### src/shared/ldpt_pkg.sv
package ldpt_pkg;
  // ===========================================================
  // register map (byte addresses)
  localparam logic [7:0] LDPT_OFF_THREE_OF_FIVE = 8'h50;
  localparam logic [7:0] LDPT_OFF_SIX_OF_SEVEN = 8'h54;
  localparam logic [7:0] LDPT_OFF_FIVE_OF_SEVEN = 8'h58;
  localparam logic [7:0] LDPT_OFF_FOUR_OF_SEVEN = 8'h5C;
  localparam logic [7:0] LDPT_OFF_STATUS = 8'h60;
  // ===========================================================
  // field widths and periods
  localparam int LDPT_W5 = 20;
  localparam int LDPT_W7 = 28;
  localparam logic [2:0] LDPT_PERIOD5 = 3'h5;
  localparam logic [2:0] LDPT_PERIOD7 = 3'h7;
  // ===========================================================
  // reset values (tables power up undefined; cleared here)
  localparam logic [19:0] LDPT_RST5 = 20'h00000;
  localparam logic [27:0] LDPT_RST7 = 28'h0000000;
  localparam logic [3:0] LDPT_SHADE_MAX = 4'hF;
endpackage

### src/verilog/ldpt_top.sv
`timescale 1ns/10ps
module ldpt_top (
  input wire logic clk_i, // 10 MHz clock
  input wire logic rst_i, // synchronous reset, high
  input wire logic wb_cyc_i, // wishbone cycle
  input wire logic wb_stb_i, // wishbone strobe
  input wire logic wb_we_i, // write enable
  input wire logic [7:0] wb_adr_i, // byte address
  input wire logic [3:0] wb_sel_i, // byte selects
  input wire logic [31:0] wb_dat_i, // write data
  output logic [31:0] wb_dat_o, // read data
  output logic wb_ack_o, // acknowledge
  input wire logic line_start_i, // pulse: new display line
  input wire logic frame_start_i, // pulse: new frame, line index to zero
  input wire logic pix_valid_i, // shade input valid
  input wire logic [3:0] shade_i, // 4-bit shade 0..15
  output logic pix_o, // dithered on/off pixel
  output logic pix_valid_o // pix_o valid
);
  import ldpt_pkg::*;

  // ===========================================================
  // state
  typedef struct packed {
    logic [19:0] t35;
    logic [27:0] t67;
    logic [27:0] t57;
    logic [27:0] t47;
    logic [2:0] line5;
    logic [2:0] line7;
    logic [1:0] frame;
    logic [31:0] dat;
    logic ack;
    logic pix;
    logic pvld;
  } ldpt_state_s;

  ldpt_state_s s_q;
  ldpt_state_s s_d;

  // nibble select: line 0 is the top nibble
  function automatic logic [3:0] ldpt_nib7(input logic [27:0] t, input logic [2:0] ln);
    ldpt_nib7 = t[(3'd6 - ln) * 4 +: 4];
  endfunction

  function automatic logic [3:0] ldpt_nib5(input logic [19:0] t, input logic [2:0] ln);
    ldpt_nib5 = t[(3'd4 - ln) * 4 +: 4];
  endfunction

  // byte-lane merge for writes
  function automatic logic [31:0] ldpt_merge(input logic [31:0] old, input logic [31:0] nw,
                                             input logic [3:0] sel);
    logic [31:0] r;
    r = old;
    for (int i = 0; i < 4; i++) begin
      if (sel[i]) begin
        r[i*8 +: 8] = nw[i*8 +: 8];
      end
    end
    ldpt_merge = r;
  endfunction

  logic req;
  logic [31:0] m;
  logic [3:0] e35, e67, e57, e47;
  logic b;

  // ===========================================================
  // next state
  always_comb begin
    s_d = s_q;
    req = wb_cyc_i && wb_stb_i && !s_q.ack;
    m = 32'h0;
    e35 = 4'h0;
    e67 = 4'h0;
    e57 = 4'h0;
    e47 = 4'h0;
    b = 1'b0;
    // single-cycle ack; reads of tables return zero since they are write-only
    s_d.ack = req;
    s_d.dat = 32'h0;
    if (req && wb_we_i) begin
      unique case (wb_adr_i)
        LDPT_OFF_THREE_OF_FIVE: begin
          m = ldpt_merge({12'h0, s_q.t35}, wb_dat_i, wb_sel_i);
          s_d.t35 = m[19:0];
        end
        LDPT_OFF_SIX_OF_SEVEN: begin
          m = ldpt_merge({4'h0, s_q.t67}, wb_dat_i, wb_sel_i);
          s_d.t67 = m[27:0];
        end
        LDPT_OFF_FIVE_OF_SEVEN: begin
          m = ldpt_merge({4'h0, s_q.t57}, wb_dat_i, wb_sel_i);
          s_d.t57 = m[27:0];
        end
        LDPT_OFF_FOUR_OF_SEVEN: begin
          m = ldpt_merge({4'h0, s_q.t47}, wb_dat_i, wb_sel_i);
          s_d.t47 = m[27:0];
        end
        default: begin
          m = 32'h0; // unmapped writes are acked and dropped
        end
      endcase
    end else if (req) begin
      // status readback shows the dither position; everything else reads zero
      if (wb_adr_i == LDPT_OFF_STATUS) begin
        s_d.dat = {24'h0, s_q.frame, s_q.line7, s_q.line5};
      end
    end
    // line and frame position counters
    if (frame_start_i) begin
      s_d.line5 = 3'h0;
      s_d.line7 = 3'h0;
      s_d.frame = s_q.frame + 2'h1;
    end else if (line_start_i) begin
      s_d.line5 = (s_q.line5 == LDPT_PERIOD5 - 3'h1) ? 3'h0 : s_q.line5 + 3'h1;
      s_d.line7 = (s_q.line7 == LDPT_PERIOD7 - 3'h1) ? 3'h0 : s_q.line7 + 3'h1;
    end
    // pick the line entries for this line
    e35 = ldpt_nib5(s_q.t35, s_q.line5);
    e67 = ldpt_nib7(s_q.t67, s_q.line7);
    e57 = ldpt_nib7(s_q.t57, s_q.line7);
    e47 = ldpt_nib7(s_q.t47, s_q.line7);
    // shade to duty map; shades 1 to 8 are dithered from the four tables,
    // shade 0 is always off and shades 9 to 15 are always on
    unique case (shade_i)
      4'h0: b = 1'b0;
      4'h1: b = ~e67[s_q.frame];
      4'h2: b = ~e57[s_q.frame];
      4'h3: b = ~e35[s_q.frame];
      4'h4: b = ~e47[s_q.frame];
      4'h5: b = e47[s_q.frame];
      4'h6: b = e35[s_q.frame];
      4'h7: b = e57[s_q.frame];
      4'h8: b = e67[s_q.frame];
      default: b = (shade_i >= 4'h9);
    endcase
    s_d.pix = pix_valid_i & b;
    s_d.pvld = pix_valid_i;
  end

  // ===========================================================
  // state register
  always_ff @(posedge clk_i) begin
    if (rst_i) begin
      s_q <= '{t35: LDPT_RST5, t67: LDPT_RST7, t57: LDPT_RST7, t47: LDPT_RST7,
               line5: 3'h0, line7: 3'h0, frame: 2'h0, dat: 32'h0,
               ack: 1'b0, pix: 1'b0, pvld: 1'b0};
    end else begin
      s_q <= s_d;
    end
  end

  assign wb_dat_o = s_q.dat;
  assign wb_ack_o = s_q.ack;
  assign pix_o = s_q.pix;
  assign pix_valid_o = s_q.pvld;
endmodule // ldpt_top
### config.mk
export PLATFORM = sky130hd
export DESIGN_NAME = ldpt_top
export DESIGN_NICKNAME = d
export VERILOG_FILES = /design/src/shared/ldpt_pkg.sv /design/src/verilog/ldpt_top.sv
export SDC_FILE = /design/constraint.sdc
export NUM_CORES = 1
export LEC_CHECK = 0
export ABC_AREA = 1
export ABC_CLOCK_PERIOD_IN_PS = 3040
export BUFFER_PORTS_ARGS = -buffer_cell sky130_fd_sc_hd__buf_2
export CORE_MARGIN = 1
export CORE_UTILIZATION = 55
export DETAILED_ROUTE_END_ITERATION = 8
export PLACE_DENSITY = 0.82
export SYNTH_ARGS = -nofsm -noshare
export SYNTH_HDL_FRONTEND = slang
export SYNTH_SLANG_ARGS = --single-unit
### constraint.sdc
create_clock -name clk_i -period 3.04 [get_ports clk_i]
set_input_delay 0.152 -clock clk_i [delete_from_list [all_inputs] [get_ports clk_i]]
set_output_delay 0.152 -clock clk_i [all_outputs]
set_load 0.02 [all_outputs]
# --- Yosys cells after proc, flatten, opt, wreduce, memory -nomap -nowiden ---
# Index checks and enable logic that the tools add are counted.
word_totals:
  register_bits: 147
  output_inout_bits: 35
  input_bits: 56
  wordCells: 90
classes:
  bitwise: 7
  n_lt_le_gt_ge: 2
  n_addsub: 5
  shift: 4
  muxes: 11
  n_eq_ne: 15
  reduce_logical: 23
ops:
  columns: ["cell", "n"]
  rows:
  - ["$shiftx A28 B33 Y4", 3]
  - ["$reduce_and A3 Y1", 15]
  - ["$eq A8 B7 Y1 const B", 5]
  - ["$shiftx A20 B33 Y4", 1]
  - ["$eq A4 B3 Y1 const B", 4]
  - ["$pmux W1 S9", 1]
  - ["$bmux W1 S2", 4]
  - ["$eq A4 B2 Y1 const B", 2]
  - ["$sub A3 B3 Y4 const A", 2]
  - ["$add A3 B1 Y3 const B", 2]
  - ["$eq A3 B3 Y1 const B", 2]
  - ["$mux W3", 2]
  - ["$not A1 Y1", 6]
  - ["$eq A4 B1 Y1 const B", 1]
  - ["$eq A4 B4 Y1 const B", 1]
  - ["$ge A4 B4 Y1 const B", 1]
  - ["$logic_not A4 Y1", 1]
  - ["$mux W1", 4]
  - ["$reduce_or A4 Y1", 1]
  - ["$logic_and A1 B1 Y1", 3]
  - ["$lt A2 B3 Y1 const B", 1]
  - ["$reduce_or A3 Y1", 1]
  - ["$add A2 B1 Y2 const B", 1]
  - ["$reduce_or A2 Y1", 1]
  - ["other kinds (2)", 2]

# --- Logic depth before layout (Yosys ltp) ---
depth:
  depth_word: 7
  depth_mapped: 16

# --- Least setup slack after synthesis ---
# Ideal clock, no wire load.
synth_timing:
  path_type: "reg2reg"
  startpoint: "register s_q[37] (netlist bit)"
  endpoint: "register s_q, in the netlist pix_o"
  period_less_slack_ps: 2088
  arrival_ps: 1971
  path_buffers: 2
  setup_ps: 117
  setup_slack_ps: 952
  path_stages_with_launch: 17
  required_time_ps: 2923
  path_cell_list: "dfxtp_1 -> inv_1 -> buf_2 -> ha_1 -> nor2_1 -> buf_2 -> nand2_1 -> o211ai_1 -> nand2_1 -> nand3_1 -> nand2_1 -> nand2_1 -> nand2_1 -> nand2_1 -> nand2_1 -> nor2_1 -> a21oi_2"
synth_via:
  elab_chain_len: 7
  elab_cells_between_ends: 15
synth_lines:
  columns: ["item", "line_no", "rtl"]
  rows:
  - ["from (decl)", "ldpt_top.sv:38", "ldpt_state_s s_q;"]
  - ["from (signal assigned)", "ldpt_top.sv:146", "s_q <= '{t35: LDPT_RST5, t67: LDPT_RST7, t57: LDPT_RST7, t47: LDPT_RST7,"]
  - ["$sub A3 B3 Y4 (*)", "ldpt_top.sv:43", "ldpt_nib7 = t[(3'd6 - ln) * 4 +: 4];"]
  - ["$shiftx A28 B33 Y4", "ldpt_top.sv:43", null]
  - ["$bmux W1 S2, on equally long branches", null, null]
  - ["$mux W1, on equally long branches", null, null]
  - ["$not A1 Y1, on equally long branches", "ldpt_top.sv:131, ldpt_top.sv:128, ldpt_top.sv:129", null]
  - ["$pmux W1 S9 (*)", "ldpt_top.sv:126", "unique case (shade_i)"]
  - ["$and A1 B1 Y1 (*)", "ldpt_top.sv:138", "s_d.pix = pix_valid_i & b;"]
# Mark *: on every way between the ends. The rest lies on a longest branch, timed or not. The select of a mux whose other input is x is not followed.
# A chain may end at the register's enable or synchronous reset.

# --- Worst setup path after layout ---
# Ends and elaborated chain as after synthesis.

==> results_dict.tcl <==
set metrics [dict create \
    grt-ovfl-total 0 \
    timing.max_slew.rel_slack_pct 60.6 \
    die-height_um 105 \
    cts_made_buffers 17 \
    grt_start_max_net_pins 55 \
    final-setup-viol-count 0 \
    antenna_cells_inserted 0 \
    pwr_density_cell_nw_per_um2 569 \
    cp.arrival_ns 2.86 \
    std_cell_rows 37 \
    synth-seq-area-share_pct 41.9 \
    minimum_setup_slack_among_reg_to_reg_paths_ns 0.61 \
    area_delta_synth_final_pct 20.4 \
    cp_slowest_cell "sky130_fd_sc_hd__xor2_2" \
    post_route_cells_drive_above_1_share_pct 11.5 \
    die_area_um2 11100 \
    number_of_warnings_printed_during_yosys_synthesis 0 \
    tritoncts_clock_tree "done" \
    vias_per_cell 5.17 \
    ctsHoldBuffers 34 \
    initial_utilization_pct 57.0 \
    via_count_of_the_first_global_routing_pass 5312 \
    irDropWorstVdd_mv 0.384 \
    critical-path-top-cell-by-count "sky130_fd_sc_hd__nand2_1" \
    p_leak_uw 0.00309 \
    tightestPinTransition_ns 0.591 \
    wl_um 15400 \
    finalWorstSetupSlack_ns 0.609 \
    cp_data_required_time_ns 3.47 \
    detailedPlace.worstSlack_ns 0.629 \
    synthDistinctLibCells 26 \
    clock_tree_buf_depth 2 \
    clk_pin_slew_worst_setup_hold_paths_ns 0.06 \
    post_synth_arst_share_pct 0 \
    synth_ff_type "sky130_fd_sc_hd__dfxtp_1" \
    hold_viol 0 \
    synth-edff-count 0 \
    synthesis.area_per_instance_um2 6.71 \
    netlist_instances 876 \
    busiest_layer "met2" \
    grt_first_pass_wirelength_um 24800 \
    timing.critical_path.cells "buf_4 -> ha_1 -> xor2_2 -> inv_2 -> nand2_1 -> nand3_1 -> nand2_1 -> nand2_1 -> nand3_1 -> nand2_1 -> nor2_1 -> a21oi_2" \
    timing.setup.critical_path_class "register to register" \
    cts_resized 0 \
    critPathLaunchType "register" \
    layout_min_cycle_time_ns 2.43 \
    layout.core_utilization_pct 68.5 \
    final_antenna_net_count 0 \
    final_worst_clock_skew_ns 0.00673 \
    cts_sinks 123 \
    fmax_ghz 0.411 \
    synthesis.area_um2 5880 \
    track_usage_pct 28.6 \
    drt_pre_antenna_iters 5 \
    synth-seq-cells 123 \
    cp_num_buf_inv 2 \
    maxCapViolCount 0 \
    fp.dieW_um 105 \
    final_net_count 1020 \
    critical_path.top_delay_family "simple AND/OR/NAND/NOR gates" \
    post-route-period-util_pct 80.0 \
    cp_endpoint "pix_o$_SDFF_PP0_" \
    cpPeakStageDelay_ns 0.49 \
    buffer_ports.inserted 62 \
    grt.met2_usage_pct 48.6 \
    detail_route.drc_violations 0 \
    gpl.final_weighted_congestion 0.898 \
    reg2reg_depth 12 \
    power.total_uw 4030 \
    reg2reg_to "pix_o$_SDFF_PP0_" \
    timing.hold.worst.class "input port to register" \
    dp_hpwl_um 10200 \
    setup.worst_path.start "s_q[37]$_SDFFE_PP0P_" \
    io_pins 91 \
    run_status "finished, final reports clean" \
    grt_util_met1_pct 34.9 \
    setup.worst_path.end_class "register" \
    rr_startpoint "s_q[37]$_SDFFE_PP0P_" \
    grtUsageMet3_pct 5.44 \
    core_area_um2 10300 \
    clock_latency_ns 0.53 \
    cp_max_fo 32 \
    setup_bufs_post_cts 0 \
    report.final.slew_viol_count 0 \
    starting_drc_count_in_detailed_routing 334 \
    dr_total_vias 5726 \
    htreeDepth 4 \
    wl_per_cell_um 14.0 \
    grt_setup_unrepaired "no" \
    antenna_found_initial 0 \
    clock_tree_root_driver_cell "sky130_fd_sc_hd__clkbuf_8" \
    cp.depth 12 \
    setup_total_negative_slack_ns 0 \
]
-- worst min-delay path: stages --
cell	delay (ns)
sky130_fd_sc_hd__buf_2	0.10
sky130_fd_sc_hd__o21ai_0	0.08
sky130_fd_sc_hd__nand3_1	0.09
sky130_fd_sc_hd__nor2_1	0.05
sky130_fd_sc_hd__a21oi_2	0.10
-- sequential cells by signal (all words and copies together), names as in the netlist --
signal / flops
pix_o: 1
pix_valid_o: 1
s_q: 112
wb_ack_o: 1
wb_dat_o: 8
-- cell usage in the layout (no fill, tap or decap), drive strengths merged, types with 4 or more instances in the layout --
cell type | netlist | final
nand2 | 169 | 169
dfxtp | 123 | 123
o21ai | 120 | 120
nor2 | 120 | 120
inv | 111 | 113
a21oi | 80 | 80
buf | 43 | 71
nand3 | 59 | 59
dlygate4sd3 | 0 | 34
conb | 1 | 24
clkbuf | 22 | 19
nor3 | 8 | 8
ha | 6 | 6
clkinvlp | 0 | 6
nor4 | 4 | 4
-- per-stage QoR --
stage | cell area, µm² | hold slack, ns | instances
final | 7080 | 0.0706 | 1107
after global routing | 7080 | 0.119 | 1107
after CTS | 7080 | 0.0529 | 1107
after detailed placement | 6130 | 0.381 | 1041
after global placement | 6130 | 0.376 | 1041
after floorplan | 5970 | 0.246 | 899
-- cells in the mapped netlist, types with 4 or more instances --
library cell               number  area share (%)
sky130_fd_sc_hd__a21oi_1       79             6.7
sky130_fd_sc_hd__inv_1        108             6.9
sky130_fd_sc_hd__o21ai_0      120              10
sky130_fd_sc_hd__nor3_1         8            0.68
sky130_fd_sc_hd__nand2_1      169              11
sky130_fd_sc_hd__nand3_1       59             5.0
sky130_fd_sc_hd__nor4_1         4            0.43
sky130_fd_sc_hd__buf_4         33             4.2
sky130_fd_sc_hd__nor2_1       119             7.6
sky130_fd_sc_hd__buf_2          8            0.68
sky130_fd_sc_hd__clkbuf_1      22             1.4
sky130_fd_sc_hd__ha_1           6             1.3
sky130_fd_sc_hd__dfxtp_1      123              42
-- how the worst min path moves through the flow --
stage,start,end,slack (ns),cells after the start
finish,shade_i[3],pix_o$_SDFF_PP0_,0.07,5
global route,shade_i[3],pix_o$_SDFF_PP0_,0.12,5
CTS,shade_i[3],pix_o$_SDFF_PP0_,0.05,5
detailed placement,frame_start_i,s_q[35]$_SDFFE_PP0P_,0.38,2
global placement,frame_start_i,s_q[35]$_SDFFE_PP0P_,0.38,2
floorplan,frame_start_i,s_q[35]$_SDFFE_PP0P_,0.25,1
-- metal layers --
layer  vias to the layer above  share of wire, %  wire (µm)
met3                        39               5.9        918
met5                         -                 0          0
li1                       2908                 -          -
met4                         0               2.4        364
met2                       221                48       7480
met1                      2558                43       6680
-- logic make-up (layout without fill, tap and decap cells) --
group	after synthesis	in the layout	synth area share, %
buffers and inverters	176	248	13.6
and+or+nand+nor	365	365	25.2
AOI/OAI and AO/OA	204	204	17.6
other	1	24	0.0638
DFF	123	123	41.9
adders and majority gates	6	6	1.28
xor gates and xnor gates	1	1	0.277
-- power by group --
group / total (µW) / internal, µW / leakage [µW] / switching (µW)
clock: 2070 / 1300 / 0.000279 / 772
sequential: 1620 / 1620 / 0.000992 / 6.26
combinational: 334 / 117 / 0.00182 / 218
-- area by class of cell --
class | count | area [µm²]
clock buffers | 19 | 442
clock inverters | 13 | 166
fillers | 866 | 3250
inverters | 111 | 417
multi-input cells | 600 | 2700
flip-flops and latches | 123 | 2460
well taps | 136 | 170
repair buffers | 105 | 718
(Power assumes the default switching activity.)
